[src/rtl/adc_ctl_params.svh]
/*
  Constants for the converter control block: register offsets, field positions,
  reset values and timing figures.
  Assumes inclusion by bare name from the package and the design file.
*/
`ifndef ADC_CTL_PARAMS_SVH
`define ADC_CTL_PARAMS_SVH

// Register indices as printed; byte address is four times the index.
`define IDX_PORT_A_PINS      8'h05
`define IDX_INTERRUPT_CTRL   8'h0b
`define IDX_PERIPH_FLAGS     8'h0c
`define IDX_RESULT_HIGH      8'h1e
`define IDX_CONV_CTRL_ZERO   8'h1f
`define IDX_PORT_A_DIR       8'h85
`define IDX_PERIPH_ENABLES   8'h8c
`define IDX_RESULT_LOW       8'h9e
`define IDX_CONV_CTRL_ONE    8'h9f
`define IDX_SIDEBAND         8'ha0

// Reset values.
`define RST_CONV_CTRL_ZERO   8'h00
`define RST_CONV_CTRL_ONE    8'h00
`define RST_PERIPH_FLAGS     8'h00
`define RST_PERIPH_ENABLES   8'h00
`define RST_PORT_A_DIR       8'hff
`define RST_INTERRUPT_CTRL   8'h00

// Field positions.
`define BIT_CONVERTER_ON     0
`define BIT_GO               2
`define BIT_DONE_FLAG        6
`define BIT_IRQ_ENABLE       6
`define BIT_JUSTIFY          7
`define BIT_CLK_HIGH         6
`define BIT_GIE              7
`define BIT_PERIPHERAL_IRQ_ENABLE             6
`define BIT_TRIGGER_FLAG     0

// Codes.
`define CLK_SEL_RC           2'h3
`define SPECIAL_EVENT_CODE   4'hb
`define ANALOG_PIN_MASK      8'h1f
`define MASK_CONV_CTRL_ZERO  8'hfd
`define MASK_CONV_CTRL_ONE   8'hcf
`define RST_TRIGGER          8'h00

// Field ranges.
`define FLD_CLK_SEL          7:6
`define FLD_CHANNEL          5:3
`define FLD_PORT_CFG         3:0

// Divider end counts, one per system-clock conversion-bit period.
`define TAD_CNT_2            16'h0001
`define TAD_CNT_4            16'h0003
`define TAD_CNT_8            16'h0007
`define TAD_CNT_16           16'h000f
`define TAD_CNT_32           16'h001f
`define TAD_CNT_64           16'h003f

// Timing.
`define BITS_PER_CONV        4'h9
`define RESULT_BITS          10
`define RC_PERIOD_NS         4000
`define CLK_PERIOD_NS        25
`define RC_DIV_CYCLES        ((`RC_PERIOD_NS + `CLK_PERIOD_NS - 1) / `CLK_PERIOD_NS)
`define INSTR_CYCLES         4

`endif

[src/rtl/adc_ctl_pkg.sv]
/*
  Types shared by the converter control block and its environment.
  Assumes the params header is on the include path.
*/
package adc_ctl_pkg;
  `include "adc_ctl_params.svh"

  typedef struct packed {
    logic       start;
    logic [2:0] channel;
  } sample_req_t;

  typedef struct packed {
    logic valid;
    logic bit_value;
  } sample_bit_t;

  typedef enum logic [3:0] {
    ST_IDLE  = 4'b0001,
    ST_DELAY = 4'b0010,
    ST_CONV  = 4'b0100,
    ST_WAIT  = 4'b1000
  } conv_state_t;
endpackage : adc_ctl_pkg

[src/rtl/adc_sleep_ctl.sv]
/*
  Converter control: conversion sequencing, halt behaviour, special event
  trigger and result registers, reached over AXI4-Lite.
  Assumes a core that drives the halt level and a sampling core that answers
  each bit strobe with one result bit in the same cycle.
*/
// Decided for this implementation: register access over AXI4-Lite.
// Operation
// - Conversion continues during halt only with the RC conversion clock.
// - With RC clock, start of conversion waits one instruction cycle.
// - At completion clear the go bit and load the 10-bit result.
// - Completion during halt with interrupt enabled wakes the processor.
// - Completion during halt, interrupt off: power down, converter-on stays.
// - Halt with non-RC clock aborts and powers down; converter-on stays.
// - Reset restores registers, disables, aborts, makes analog pins analog.
// - Result pair is not initialised by reset.
// - Special event with converter on sets go and clears timer one.
// - With converter off, trigger ignored but still clears timer one.
// - Clearing go mid-conversion aborts; result pair keeps old value.
// - A conversion takes nine conversion-bit periods.
// - Justify bit aligns result left or right, zero filled.
`timescale 1ns/1ps
`default_nettype none
`include "adc_ctl_params.svh"
module adc_sleep_ctl #(
  parameter int RC_DIV = `RC_DIV_CYCLES
) (
  // Clock and reset.
  input  wire logic                     aclk,
  input  wire logic                     aresetn,
  // AXI4-Lite slave.
  input  wire logic [11:0]              s_awaddr,
  input  wire logic                     s_awvalid,
  output logic                          s_awready,
  input  wire logic [31:0]              s_wdata,
  input  wire logic [3:0]               s_wstrb,
  input  wire logic                     s_wvalid,
  output logic                          s_wready,
  output logic [1:0]                    s_bresp,
  output logic                          s_bvalid,
  input  wire logic                     s_bready,
  input  wire logic [11:0]              s_araddr,
  input  wire logic                     s_arvalid,
  output logic                          s_arready,
  output logic [31:0]                   s_rdata,
  output logic [1:0]                    s_rresp,
  output logic                          s_rvalid,
  input  wire logic                     s_rready,
  // Core and compare unit.
  input  wire logic                     halted,
  input  wire logic [3:0]               compare_mode_bits,
  input  wire logic                     compare_event,
  output logic                          timer_one_clear,
  output logic                          wake,
  output logic                          irq,
  // Sampling core.
  output adc_ctl_pkg::sample_req_t      sample_req,
  output logic                          bit_strobe,
  input  wire adc_ctl_pkg::sample_bit_t sample_bit,
  output logic                          converter_powered,
  output logic [7:0]                    analog_pins
);
  import adc_ctl_pkg::*;

  logic [7:0]  conv_ctrl_zero, conv_ctrl_one, periph_flags, periph_enables;
  logic [7:0]  port_a_dir, interrupt_control, result_high, result_low;
  logic [7:0]  trigger_flags, trigger_mask;
  conv_state_t state;
  logic [3:0]  bit_count;
  logic [9:0]  shift;
  logic [15:0] div_count, instr_count;
  logic        tad_tick, powered_down;
  logic        aw_hold, w_hold;
  logic [11:0] aw_addr;
  logic [31:0] w_data;
  logic [3:0]  w_strb;

  function automatic logic [7:0] reg_index(input logic [11:0] a);
    reg_index = a[9:2];
  endfunction : reg_index

  wire logic [1:0] clk_sel    = conv_ctrl_zero[`FLD_CLK_SEL];
  wire logic       rc_sel     = (clk_sel == `CLK_SEL_RC);
  wire logic       conv_on    = conv_ctrl_zero[`BIT_CONVERTER_ON];
  wire logic       go         = conv_ctrl_zero[`BIT_GO];
  wire logic [2:0] tad_sel    = {conv_ctrl_one[`BIT_CLK_HIGH], clk_sel};
  wire logic       do_write   = aw_hold && w_hold && !s_bvalid;
  wire logic [7:0] w_idx      = reg_index(aw_addr);
  wire logic       sw_clr_go  = do_write && w_idx == `IDX_CONV_CTRL_ZERO && w_strb[0] && !w_data[`BIT_GO];
  wire logic       trig_hit   = compare_event && compare_mode_bits == `SPECIAL_EVENT_CODE;
  wire logic       irq_on     = periph_enables[`BIT_IRQ_ENABLE];
  wire logic       last_bit   = state == ST_CONV && tad_tick && bit_count == `BITS_PER_CONV - 4'h1;
  wire logic       halt_abort = halted && !rc_sel && state != ST_IDLE;

  always_ff @(posedge aclk) begin
    if (!aresetn || state == ST_IDLE) begin
      div_count <= 16'h0000;
    end else if (tad_tick) begin
      div_count <= 16'h0000;
    end else begin
      div_count <= div_count + 16'h0001;
    end
  end
  always_comb begin
    tad_tick = 1'b0;
    case (tad_sel)
      3'h0: tad_tick = div_count == `TAD_CNT_2;
      3'h4: tad_tick = div_count == `TAD_CNT_4;
      3'h1: tad_tick = div_count == `TAD_CNT_8;
      3'h5: tad_tick = div_count == `TAD_CNT_16;
      3'h2: tad_tick = div_count == `TAD_CNT_32;
      3'h6: tad_tick = div_count == `TAD_CNT_64;
      default: tad_tick = div_count == 16'(RC_DIV - 1);
    endcase
  end

  // Sequencer. The delay state lasts one instruction cycle with RC clock.
  always_ff @(posedge aclk) begin
    if (!aresetn) begin
      state       <= ST_IDLE;
      bit_count   <= 4'h0;
      shift       <= 10'h000;
      instr_count <= 16'h0000;
    end else if (halt_abort || sw_clr_go || !conv_on) begin
      state <= ST_IDLE;
    end else begin
      case (state)
        ST_IDLE: begin
          if (go) begin
            state       <= rc_sel ? ST_DELAY : ST_CONV;
            instr_count <= 16'h0000;
            bit_count   <= 4'h0;
          end
        end
        ST_DELAY: begin
          instr_count <= instr_count + 16'h0001;
          if (instr_count == 16'(`INSTR_CYCLES - 1)) begin
            state <= ST_CONV;
          end
        end
        ST_CONV: begin
          if (tad_tick) begin
            // Nine periods fill ten bits, so the last bit settles twice.
            shift     <= last_bit ? {shift[7:0], {2{sample_bit.bit_value}}} : {shift[8:0], sample_bit.bit_value};
            bit_count <= bit_count + 4'h1;
            if (last_bit) begin
              state <= ST_WAIT;
            end
          end
        end
        ST_WAIT: state <= ST_IDLE;
        default: state <= ST_IDLE;
      endcase
    end
  end

  // Power-down after halted completion without interrupt.
  always_ff @(posedge aclk) begin
    if (!aresetn) begin
      powered_down <= 1'b0;
    end else if (!halted) begin
      powered_down <= 1'b0;
    end else if (halt_abort || (state == ST_WAIT && !irq_on)) begin
      powered_down <= 1'b1;
    end
  end
  assign converter_powered = conv_on && !powered_down;

  // No reset term here: result pair survives every reset.
  always_ff @(posedge aclk) begin
    if (state == ST_WAIT) begin
      if (conv_ctrl_one[`BIT_JUSTIFY]) begin
        result_high <= {6'h00, shift[9:8]};
        result_low  <= shift[7:0];
      end else begin
        result_high <= shift[9:2];
        result_low  <= {shift[1:0], 6'h00};
      end
    end else if (do_write && w_strb[0] && w_idx == `IDX_RESULT_HIGH) begin
      result_high <= w_data[7:0];
    end else if (do_write && w_strb[0] && w_idx == `IDX_RESULT_LOW) begin
      result_low <= w_data[7:0];
    end
  end

  // Register reset and control writes; trigger and completion win.
  always_ff @(posedge aclk) begin
    if (!aresetn) begin
      conv_ctrl_zero    <= `RST_CONV_CTRL_ZERO;
      conv_ctrl_one     <= `RST_CONV_CTRL_ONE;
      periph_enables    <= `RST_PERIPH_ENABLES;
      port_a_dir        <= `RST_PORT_A_DIR;
      interrupt_control <= `RST_INTERRUPT_CTRL;
      trigger_mask      <= `RST_TRIGGER;
    end else begin
      if (do_write && w_strb[0]) begin
        case (w_idx)
          `IDX_CONV_CTRL_ZERO: conv_ctrl_zero    <= w_data[7:0] & `MASK_CONV_CTRL_ZERO;
          `IDX_CONV_CTRL_ONE:  conv_ctrl_one     <= w_data[7:0] & `MASK_CONV_CTRL_ONE;
          `IDX_PERIPH_ENABLES: periph_enables    <= w_data[7:0];
          `IDX_PORT_A_DIR:     port_a_dir        <= w_data[7:0];
          `IDX_INTERRUPT_CTRL: interrupt_control <= w_data[7:0];
          `IDX_SIDEBAND:       trigger_mask      <= w_data[7:0];
          default: ;
        endcase
      end
      if (trig_hit && conv_on) begin
        conv_ctrl_zero[`BIT_GO] <= 1'b1;
      end else if (state == ST_WAIT || halt_abort) begin
        conv_ctrl_zero[`BIT_GO] <= 1'b0;
      end
    end
  end

  always_ff @(posedge aclk) begin
    if (!aresetn) begin
      timer_one_clear <= 1'b0;
    end else begin
      timer_one_clear <= trig_hit;
    end
  end

  // Sticky flags: set wins over write-one-to-clear.
  always_ff @(posedge aclk) begin
    if (!aresetn) begin
      periph_flags  <= `RST_PERIPH_FLAGS;
      trigger_flags <= `RST_TRIGGER;
    end else begin
      if (do_write && w_strb[0] && w_idx == `IDX_PERIPH_FLAGS) begin
        periph_flags <= periph_flags & ~w_data[7:0];
      end
      if (do_write && w_strb[0] && w_idx == `IDX_SIDEBAND + 8'h01) begin
        trigger_flags <= trigger_flags & ~w_data[7:0];
      end
      if (state == ST_WAIT) begin
        periph_flags[`BIT_DONE_FLAG] <= 1'b1;
      end
      if (trig_hit) begin
        trigger_flags[`BIT_TRIGGER_FLAG] <= 1'b1;
      end
    end
  end

  // Wake on enabled completion while halted.
  assign wake = halted && (periph_flags[`BIT_DONE_FLAG] && irq_on);
  assign irq  = (interrupt_control[`BIT_GIE] && interrupt_control[`BIT_PERIPHERAL_IRQ_ENABLE] && periph_flags[`BIT_DONE_FLAG] && irq_on)
              || |(trigger_flags & trigger_mask);

  // Analog pins follow configuration; reset makes all analog.
  assign analog_pins  = (conv_ctrl_one[`FLD_PORT_CFG] == 4'h0) ? `ANALOG_PIN_MASK
                      : `ANALOG_PIN_MASK & ~{4'h0, conv_ctrl_one[`FLD_PORT_CFG]};
  assign sample_req   = '{start: state == ST_CONV && bit_count == 4'h0, channel: conv_ctrl_zero[`FLD_CHANNEL]};
  assign bit_strobe   = state == ST_CONV && tad_tick;

  // AXI4-Lite write channel.
  always_ff @(posedge aclk) begin
    if (!aresetn) begin
      aw_hold  <= 1'b0;
      w_hold   <= 1'b0;
      s_bvalid <= 1'b0;
      aw_addr  <= 12'h000;
      w_data   <= 32'h00000000;
      w_strb   <= 4'h0;
    end else begin
      if (s_awvalid && s_awready) begin
        aw_hold <= 1'b1;
        aw_addr <= s_awaddr;
      end
      if (s_wvalid && s_wready) begin
        w_hold <= 1'b1;
        w_data <= s_wdata;
        w_strb <= s_wstrb;
      end
      if (do_write) begin
        s_bvalid <= 1'b1;
        aw_hold  <= 1'b0;
        w_hold   <= 1'b0;
      end else if (s_bvalid && s_bready) begin
        s_bvalid <= 1'b0;
      end
    end
  end
  assign s_awready = !aw_hold && !s_bvalid;
  assign s_wready  = !w_hold && !s_bvalid;
  assign s_bresp   = 2'h0;

  // AXI4-Lite read channel; unmapped indices read zero with OKAY.
  always_ff @(posedge aclk) begin
    if (!aresetn) begin
      s_rvalid <= 1'b0;
      s_rdata  <= 32'h00000000;
    end else if (s_arvalid && s_arready) begin
      s_rvalid <= 1'b1;
      case (reg_index(s_araddr))
        `IDX_CONV_CTRL_ZERO: s_rdata <= {24'h000000, conv_ctrl_zero};
        `IDX_CONV_CTRL_ONE:  s_rdata <= {24'h000000, conv_ctrl_one};
        `IDX_PERIPH_FLAGS:   s_rdata <= {24'h000000, periph_flags};
        `IDX_PERIPH_ENABLES: s_rdata <= {24'h000000, periph_enables};
        `IDX_PORT_A_DIR:     s_rdata <= {24'h000000, port_a_dir};
        `IDX_INTERRUPT_CTRL: s_rdata <= {24'h000000, interrupt_control};
        `IDX_RESULT_HIGH:    s_rdata <= {24'h000000, result_high};
        `IDX_RESULT_LOW:     s_rdata <= {24'h000000, result_low};
        `IDX_PORT_A_PINS:    s_rdata <= {24'h000000, ~analog_pins & 8'h00};
        `IDX_SIDEBAND:       s_rdata <= {24'h000000, trigger_mask};
        default:             s_rdata <= 32'h00000000;
      endcase
    end else if (s_rvalid && s_rready) begin
      s_rvalid <= 1'b0;
    end
  end
  assign s_arready = !s_rvalid;
  assign s_rresp   = 2'h0;

  logic [4:0] conv_cycles;
  always_ff @(posedge aclk) begin
    if (!aresetn || state != ST_CONV) begin
      conv_cycles <= 5'h00;
    end else if (tad_tick) begin
      conv_cycles <= conv_cycles + 5'h01;
    end
  end

  property p_rc_halt_continues;
    @(posedge aclk) disable iff (!aresetn) (halted && rc_sel && state == ST_CONV && conv_on && !sw_clr_go) |=> state != ST_IDLE;
  endproperty
  a_rc_halt_continues: assert property (p_rc_halt_continues) else $error("RC conversion stopped in halt.");
  property p_rc_delay;
    @(posedge aclk) disable iff (!aresetn)
      (state == ST_IDLE && go && rc_sel && conv_on && !halt_abort && !sw_clr_go) |=> state == ST_DELAY;
  endproperty
  a_rc_delay: assert property (p_rc_delay) else $error("RC start not delayed.");
  property p_done_clears_go;
    @(posedge aclk) disable iff (!aresetn) (state == ST_WAIT && !(trig_hit && conv_on)) |=> !go && periph_flags[`BIT_DONE_FLAG];
  endproperty
  a_done_clears_go: assert property (p_done_clears_go) else $error("Go not cleared at completion.");
  property p_wake;
    @(posedge aclk) disable iff (!aresetn) (state == ST_WAIT && halted && irq_on) |=> ##0 (wake || !halted);
  endproperty
  a_wake: assert property (p_wake) else $error("No wake on completion.");
  property p_halt_abort;
    @(posedge aclk) disable iff (!aresetn) halt_abort |=> state == ST_IDLE && conv_on == $past(conv_on) && !converter_powered;
  endproperty
  a_halt_abort: assert property (p_halt_abort) else $error("Halt abort misbehaved.");
  property p_trigger;
    @(posedge aclk) disable iff (!aresetn) trig_hit |=> timer_one_clear ##0 (go || !$past(conv_on));
  endproperty
  a_trigger: assert property (p_trigger) else $error("Trigger effect missing.");
  property p_abort_keeps_result;
    @(posedge aclk) disable iff (!aresetn) (sw_clr_go && state == ST_CONV) |=> $stable(result_high) && state == ST_IDLE;
  endproperty
  a_abort_keeps_result: assert property (p_abort_keeps_result) else $error("Abort changed result.");
  property p_nine_bits;
    @(posedge aclk) disable iff (!aresetn) (state == ST_CONV ##1 state == ST_WAIT) |-> $past(conv_cycles) == 5'h08;
  endproperty
  a_nine_bits: assert property (p_nine_bits) else $error("Conversion length wrong.");
  c_done: cover property (@(posedge aclk) disable iff (!aresetn) state == ST_WAIT);
  c_trigger: cover property (@(posedge aclk) disable iff (!aresetn) trig_hit && conv_on);
  c_halt_abort: cover property (@(posedge aclk) disable iff (!aresetn) halt_abort);
endmodule : adc_sleep_ctl
`default_nettype wire

[config.mk]
export PLATFORM = sky130hd
export DESIGN_NAME = adc_sleep_ctl
export DESIGN_NICKNAME = d
export VERILOG_FILES = /design/src/rtl/adc_ctl_pkg.sv /design/src/rtl/adc_sleep_ctl.sv
export VERILOG_INCLUDE_DIRS = /design/src /design/src/rtl
export SDC_FILE = /design/constraint.sdc
export NUM_CORES = 1
export LEC_CHECK = 0
export BUFFER_PORTS_ARGS = -buffer_cell sky130_fd_sc_hd__clkbuf_2
export CORE_UTILIZATION = 30
export CTS_CLUSTER_SIZE = 12
export DETAILED_ROUTE_END_ITERATION = 8
export HOLD_SLACK_MARGIN = 0.15
export PLACE_DENSITY_LB_ADDON = 0.25
export SYNTH_ARGS = -nofsm -noshare
export SYNTH_HDL_FRONTEND = slang
export SYNTH_SLANG_ARGS = --single-unit
[constraint.sdc]
create_clock -name aclk -period 2.8 [get_ports aclk]
set_clock_uncertainty 0.1 [all_clocks]
set_input_delay 0.56 -clock aclk [delete_from_list [all_inputs] [get_ports aclk]]
set_output_delay 0.56 -clock aclk [all_outputs]
set_load 0.05 [all_outputs]
# Word level (Yosys, flattened, before mapping)
# Index checks and enable logic that the tools add are counted.
[word_totals]
word_cells = 194
out_inout_bits = 58
reg_bits = 184
[classes]
bitwise_logic = 7
addsub = 3
n_eq_ne = 45
muxes = 34
n_reduce_logical = 77
[op_table]
columns = ["cell", "n"]
rows = [
  ["equality test 8 bit, second input constant", 11],
  ["one-hot mux 8 bit (9 select lines)", 1],
  ["2-to-1 mux 8 bit", 7],
  ["adder 16 x 1 -> 16 bit, second input constant", 2],
  ["equality test 16 x 2 -> 1 bit, second input constant", 2],
  ["equality test 8 x 4 -> 1 bit, second input constant", 4],
  ["equality test 8 x 5 -> 1 bit, second input constant", 4],
  ["one-hot mux 16 bit (2 select lines)", 1],
  ["logical AND 1 bit", 31],
  ["AND 8 bit", 3],
  ["2-to-1 mux 4 bit", 6],
  ["AND reduction 2 bit", 9],
  ["equality test 16 x 1 -> 1 bit, second input constant", 1],
  ["equality test 16 x 3 -> 1 bit, second input constant", 1],
  ["equality test 16 x 4 -> 1 bit, second input constant", 1],
  ["equality test 16 x 5 -> 1 bit, second input constant", 1],
  ["equality test 16 x 6 -> 1 bit, second input constant", 1],
  ["equality test 16 x 8 -> 1 bit, second input constant", 1],
  ["2-to-1 mux 16 bit", 1],
  ["nonzero test 2 bit", 8],
  ["equality test 4 bit, second input constant", 3],
  ["one-hot mux 4 bit (3 select lines)", 1],
  ["logical NOT 1 bit", 10],
  ["2-to-1 mux 10 bit", 1],
  ["other kinds (28)", 55],
]

# Logic depth before layout (Yosys ltp)
# Gate-level depths: netlist of run 1.
[depth]
depth_word = 9
mapped_depth = 8
depth_no_buf = 7

# Worst setup path after synthesis of run 1
# OpenSTA, ideal clock, no wires.
[synth_path]
path_kind = "flip-flop to output port"
start = "reg conv_ctrl_zero[7]"
end = "out bit_strobe"
t_arrival_ps = 2460
setup_slack_ps = -320
stages_incl_launch_ff = 9
required_ps = 2140
path_buffers = 1
cell_sequence = "dfxtp_1 inv_1 ha_1 a211oi_1 xor2_1 and3_1 clkbuf_1 nand2_1 nor2_1"
[synth_between]
elab_chain_len = 3
word_cells_on_any_way = 8
[synth_rtl]
columns = ["element", "line", "text"]
rows = [
  ["from (decl)", "adc_sleep_ctl.sv:65", "logic [7:0] conv_ctrl_zero, conv_ctrl_one, periph_flags, periph_enables;"],
  ["from (signal assigned)", "adc_sleep_ctl.sv:189", "conv_ctrl_zero <= `RST_CONV_CTRL_ZERO;"],
  ["from (signal assigned)", "adc_sleep_ctl.sv:198", "`IDX_CONV_CTRL_ZERO: conv_ctrl_zero <= w_data[7:0] & `MASK_CONV_CTRL_ZERO;"],
  ["equality test 3 bit (tied with other cells)", "adc_sleep_ctl.sv:106", "case (tad_sel)"],
  ["one-hot mux 1 bit (6 select lines) (*)", "adc_sleep_ctl.sv:106", ""],
  ["logical AND 1 bit (*)", "adc_sleep_ctl.sv:253", "assign bit_strobe = state == ST_CONV && tad_tick;"],
  ["to (decl)", "adc_sleep_ctl.sv:58", "output logic bit_strobe,"],
]
# Every way passes the cells marked *; elsewhere a longest branch is shown, timed or not.

# Final worst setup path of run 1
# Ends and elaborated chain as after synthesis.

==> flow_summary.yaml, run 1 <==
synth:
  avgSynthCellArea_sq_um: 9.04
  ys_seq_area_share_pct: 42.0
  synth_xor_area_share_pct: 2.10
  syn_area_sq_um: 7910
  ys_ff_latch: 158
  synth_fa_ha_area_share_pct: 1.42
  async_flop_share_pct: 0
  synth-edff-count: 16
  ys_warn_count: 0
  synth_top_family_by_area: "simple AND/OR/NAND/NOR gates"
  dominantRegCellSynth: "dfxtp_1"
  synthMuxAreaShare_pct: 9.62
  synthCells: 875
  synth_compound_area_share_pct: 16.3
  synthSimpleGateAreaFrac_pct: 21.3
  ys_types: 91
clocking:
  worstSkewPairLatency_ns: 0.43
  htree_levels: 4
  clockBufferDepth: 2
  path_clk_slew_ns: 0.07
  cts_sinks: 158
  cts_buffers: 17
  cts_root_buffer: "clkbuf_16"
  hold_buffers: 0
  cts_tree: "built"
timing:
  slew_headroom_pct: 54.4
  holdWs_ns: 0.210
  fin_crit_ns: 2.74
  rsz0062_at_grt: "yes"
  drv_slew: 0
  max_freq_ghz: 0.365
  setup_viol_count_final: 0
  worst_slack_ns: 0.0572
  fin_crit_sh_pct: 98.0
  worstMarginPinSlew_ns: 0.681
  hold_violations: 0
floorplan:
  initial_core_util_pct: 30.4
  die_w_um: 164
  io_pins: 133
  coreArea_sq_um: 26000
  dieHeight_um: 164
  rows: 59
  die_area_sq_um: 27000
worst_setup_path:
  reg2reg_to: "shift[4]"
  cp-end-kind: "output port"
  worstPathArrival_ns: 2.08
  critPathMaxStageDelay_ns: 0.37
  cp_max_fo: 5
  crit_chain: "ha_4, buf_4, a211oi_2, xor2_1, and3_4, nand2_4, nor2_4, buf_12"
  r2r_slack_ns: 0.37
  path_class: "register to output port"
  reg2reg_from: "div_count[6]"
  cp-start-kind: "register"
  r2r_cells: 4
  crit_slowest_cell: "dfxtp_4"
  cp_num_buf_inv: 2
  worst_ep_required_time_ns: 2.14
  path_delay_family: "simple AND/OR/NAND/NOR gates"
placement:
  gp_routability_congestion: 0.756
  place_ws_ns: 0.0372
  dp_hpwl_mm: 15.3
  dpl_cell_area_sq_um: 8600
  portBuffers: 64
finish:
  final_common_cell: "dfxtp_1"
  fillers: 2705
  mostFrequentLayoutCells: "dfxtp_1 (139), nand2_1 (105), nor2_1 (76), mux2i_1 (67), clkbuf_2 (63)"
  final_core_util_pct: 35.8
  n_antenna_cell: 0
  stdcell_area_sq_um: 9320
  drive_gt1_share_pct: 19.4
  area_delta_synth_final_pct: 17.8
  final_nets: 1035
routing:
  num_vias: 6494
  drt-vias-per-instance: 5.00
  dr.pass1.iters: 7
  wl_per_cell_um: 16.3
  drt-total-wl_mm: 21.2
  drc_errors: 0
  route.antenna.remaining_nets: 0
  first_iter_violations: 489
global_route:
  grt_first_pass_wirelength_mm: 33.7
  gr-usage-all-layers_pct: 16.2
  grt_overflow: 0
  antenna_found_initial: 0
  grt_max_degree: 46
  grt_pass1_vias: 5996
pwr:
  power_w: 0.00500
  p_leak_nw: 3.66
  power_density_nw_per_um2: 537
  ir_worst_vdd_uv: 244
min_path:
  hold_end: "s_rvalid"
  hold_path_class: "primary input to register"
  min_from: "s_rready"
  hold_depth: 2
status:
  run_status: "completed"
run:
  cap_violations: 0
[Yosys cell counts (all sizes together) (5+ instances only)]
cell type | count | area share [%]
dfxtp | 142 | 36
nand2 | 106 | 5.0
nor2 | 77 | 3.7
mux2i | 67 | 8.5
a21oi | 55 | 3.5
buf | 47 | 4.0
o21ai | 38 | 2.5
clkbuf | 33 | 1.8
nand3 | 21 | 1.3
inv | 20 | 0.95
nand4 | 18 | 1.7
edfxtp | 16 | 6.1
a22o | 14 | 1.6
or3 | 12 | 0.95
nor3 | 11 | 0.76
o211ai | 11 | 1.1
and2 | 10 | 0.81
xnor2 | 10 | 1.1
and3 | 9 | 0.71
ha | 9 | 1.4
xor2 | 9 | 1.0
nor4 | 8 | 0.71
nor4b | 8 | 1.0
o41ai | 8 | 0.98
nand3b | 7 | 0.66
a211oi | 6 | 0.57
a32oi | 6 | 0.66
or4 | 6 | 0.63
a21o | 5 | 0.47
[cell type report]
class | instances | area [sq um] | share of cell area, %
timing repair buffer | 109 | 677 | 7.27
multi-input combinational | 644 | 4220 | 45.3
clock buffer | 19 | 475 | 5.10
tap | 335 | 419 | 4.50
sequential | 158 | 3330 | 35.8
clock inverter | 12 | 111 | 1.20
inverter | 21 | 81.3 | 0.873
[timing repair]
item | CTS | global route
setup buffers | 5 | 0
setup endpoints to repair | 1 | 1
gates resized for setup | 23 | 4
gates cloned | 0 | 0
pin swaps | 9 | 7
[worst max-delay path by stage]
| stage | from | endpoint | slack (ns) | depth (start not counted) |
|---|---|---|---|---|
| global route | div_count[10] | bit_strobe | -0.03 | 6 |
| global placement | div_count[11] | bit_strobe | 0.1 | 6 |
| floorplan | conv_ctrl_zero[7] | bit_strobe | -0.11 | 8 |
| CTS | conv_ctrl_zero[6] | bit_strobe | -0.02 | 7 |
| finish | conv_ctrl_zero[7] | bit_strobe | 0.06 | 8 |
| detailed placement | div_count[11] | bit_strobe | 0.04 | 6 |
[flip-flops by register name, indices dropped and copies added, names as in the netlist, 4 cells and up]
| name | flops |
|---|---|
| state | 4 |
| trigger_flags | 8 |
| shift | 10 |
| periph_enables | 8 |
| conv_ctrl_zero | 7 |
| interrupt_control | 8 |
| result_low | 8 |
| instr_count | 16 |
| result_high | 8 |
| conv_ctrl_one | 6 |
| port_a_dir | 8 |
| trigger_mask | 8 |
| periph_flags | 8 |
| s_rdata | 8 |
| w_data | 8 |
| div_count | 16 |
| aw_addr | 8 |
| bit_count | 4 |
[cell families (layout without fill, tap and decap cells)]
logic type | after synthesis | after routing
multiplexers | 73 | 73
other | 2 | 32
AND/OR/NAND/NOR | 324 | 324
adder cells (fa/ha/maj) | 9 | 9
buffers and inverters | 103 | 161
flip-flops | 158 | 158
AO/OA/AOI/OAI | 187 | 187
XOR/XNOR | 19 | 19
[routing by layer]
| metal | global-route usage, % | vias to the layer above | routed length [um] |
|---|---|---|---|
| met2 | 23.6 | 143 | 9170 |
| met4 | 4.50 | 0 | 213 |
| met5 | 0 | - | 0 |
| met1 | 24.0 | 3053 | 11000 |
| li1 | - | 3284 | - |
| met3 | 3.13 | 14 | 823 |
[through the flow]
stage / setup TNS [ns] / instances
floorplan: -0.107 / 905
global placement: 0 / 1262
detailed placement: 0 / 1262
CTS: -0.0207 / 1298
global route: -0.0278 / 1298
finish: 0 / 1298
[power breakdown]
group	switching, W	internal (W)
Combinational	0.000248	0.0000835
Clock	0.00104	0.00128
Sequential	0.0000484	0.00230
[worst register-to-register path: cells and delay by family, from the launching register on]
family / cells / cell delay, ns
AOI/OAI and AO/OA: 2 / 0.92
and+or+nand+nor: 2 / 0.89
DFF: 1 / 0.39
Power figures use the tool's default switching activity.
==> inputs of run 2 (changes only) <==
--- a/config.mk
+++ b/config.mk
@@ -7,7 +7,7 @@
 export NUM_CORES = 1
 export LEC_CHECK = 0
 export BUFFER_PORTS_ARGS = -buffer_cell sky130_fd_sc_hd__clkbuf_2
-export CORE_UTILIZATION = 30
+export CORE_UTILIZATION = 23
 export CTS_CLUSTER_SIZE = 12
 export DETAILED_ROUTE_END_ITERATION = 8
 export HOLD_SLACK_MARGIN = 0.15
==> run 2 against run 1 <==
Effect of this change:
- largest power group is now clock
- register-to-register slack got worse by 0.10 ns
- clock-buffer cell count decreased by 1
- combinational power increased by 2%
- first-iteration DRC count decreased by 3.3%
- largest cell class unchanged
- clock power increased by 3%
- sequential share of layout area decreased by 0.85 points
- power increased by 1.3%
- via count increased by 2.3%
==> flow_summary.yaml, run 2 (same netlist as run 1, synthesis figures left out) <==
pwr:
  ir_worst_vdd_uv: 446
  p_leak_nw: 3.69
  combPwrFrac_pct: 6.7
  power_density_nw_per_um2: 531
  clkPwrFrac_pct: 46.9
  seqPwrFrac_pct: 46.4
  swShare_pct: 27.0
  netSwitchingPower_w: 0.00137
  power_w: 0.00507
  internal-power_w: 0.00370
clocking:
  clockBufferDepth: 2
  path_clk_slew_ns: 0.07
  cts_buffers: 17
  worstSkewPairLatency_ns: 0.43
  cts_sinks: 158
  htree_levels: 4
  cts_tree: "built"
  cts_root_buffer: "clkbuf_16"
global_route:
  grt_max_degree: 66
  grt_pass1_vias: 6268
  grt_first_pass_wirelength_mm: 35.7
  antenna_found_initial: 0
  gr-usage-all-layers_pct: 12.9
  grt_overflow: 0
floorplan:
  dieHeight_um: 187
  coreArea_sq_um: 33700
  die_area_sq_um: 35100
  io_pins: 133
  die_w_um: 187
  initial_core_util_pct: 23.5
  rows: 67
worst_setup_path:
  cp-end-kind: "output port"
  cp_max_fo: 5
  worst_ep_required_time_ns: 2.14
  r2r_cells: 8
  cp-start-kind: "register"
  path_class: "register to output port"
  r2r_slack_ns: 0.27
  reg2reg_from: "conv_ctrl_zero[7]"
  worstPathArrival_ns: 2.10
  reg2reg_to: "bit_count[0]"
routing:
  drt-vias-per-instance: 4.68
  route.antenna.remaining_nets: 0
  drc_errors: 0
  num_vias: 6641
  wl_per_cell_um: 15.9
  drt-total-wl_mm: 22.5
  dr.pass1.iters: 5
  first_iter_violations: 473
timing:
  slew_headroom_pct: 55.7
  worstMarginPinSlew_ns: 0.655
  hold_violations: 0
  fin_crit_ns: 2.76
  fin_crit_sh_pct: 98.4
  holdWs_ns: 0.207
  drv_slew: 0
  setup_viol_count_final: 0
  rsz0062_at_grt: "yes"
  max_freq_ghz: 0.363
status:
  run_status: "completed"
finish:
  final-seq-area_sq_um: 3330
  final_core_util_pct: 28.3
  n_antenna_cell: 0
  mostFrequentLayoutCells: "dfxtp_1 (140), nand2_1 (105), nor2_1 (76), mux2i_1 (67), clkbuf_2 (63)"
  multiInputGateArea_sq_um: 4230
  final_common_cell: "dfxtp_1"
  largest_registers: "div_count: 16 flops, instr_count: 16 flops, shift: 10 flops"
  fillers: 3608
  area_delta_synth_final_pct: 20.6
  final_nets: 1041
  drive_gt1_share_pct: 19.8
placement:
  portBuffers: 64
  dp_hpwl_mm: 16.1
  gp_routability_congestion: 0.785
min_path:
  hold_depth: 2
  min_from: "s_rready"
  hold_path_class: "primary input to register"
  hold_end: "s_rvalid"
run:
  cap_violations: 0
==> run 2: final cells by class <==
type | count | share of cell area, %
Clock buffer | 18 | 4.72
Clock inverter | 14 | 1.52
Inverter | 21 | 0.879
Multi-Input combinational cell | 644 | 44.4
Sequential cell | 158 | 34.9
Tap cell | 448 | 5.88
Timing Repair Buffer | 115 | 7.70
==> run 2: timing repair <==
item | 4_1_cts | 5_1_grt
setup endpoints to repair | 1 | 1
pin swaps | 9 | 10
hold buffers | 0 | 0
buffers inserted | 8 | 2
resized for setup | 20 | 8
endpoints found under the hold margin | 0 | 0
==> run 2: worst max-delay path by stage <==
stage | start | endpoint | slack [ns] | cells after the start
after floorplan | conv_ctrl_zero[7] | bit_strobe | -0.11 | 8
after global placement | div_count[11] | bit_strobe | 0.09 | 6
after detailed placement | div_count[11] | bit_strobe | 0.07 | 6
after CTS | conv_ctrl_zero[7] | bit_strobe | -0.04 | 7
after global routing | conv_ctrl_zero[6] | bit_strobe | -0.04 | 8
final | conv_ctrl_zero[7] | bit_strobe | 0.04 | 8
==> run 2: worst max-delay path, stage by stage (launching register included) <==
cell and delay [ns]:
dfxtp_4 0.37, ha_4 0.18, buf_6 0.12, a211oi_4 0.23, xor2_1 0.22, and3_4 0.24, nand2_4 0.06, nor2_4 0.11
buf_12 0.14
==> run 2: metrics by stage <==
step / std cells / instance area, sq um / setup WS, ns / setup TNS, ns
floorplan: 905 / 8030 / -0.107 / -0.107
global placement: 1376 / 8760 / 0.0876 / 0
detailed placement: 1376 / 8760 / 0.0722 / 0
CTS: 1416 / 9490 / -0.0448 / -0.0448
global route: 1418 / 9540 / -0.0445 / -0.0445
finish: 1418 / 9540 / 0.0444 / 0
==> run 2: power groups by stage <==
stage,sequential [W],clock [W],combinational (W)
floorplan,0.00237,0,0.000296
global placement,0.00240,0,0.000340
detailed placement,0.00241,0,0.000341
CTS,0.00235,0.00245,0.000342
global route,0.00236,0.00254,0.000369
finish,0.00235,0.00238,0.000338
==> run 2: routing by layer <==
layer  routed length (um)  vias up  track usage, %
li1                     -     3286               -
met1                11500     3188            18.6
met2                 9790      146            19.2
met3                  903       21            2.63
met4                  291        0            3.94
met5                    0        -               0
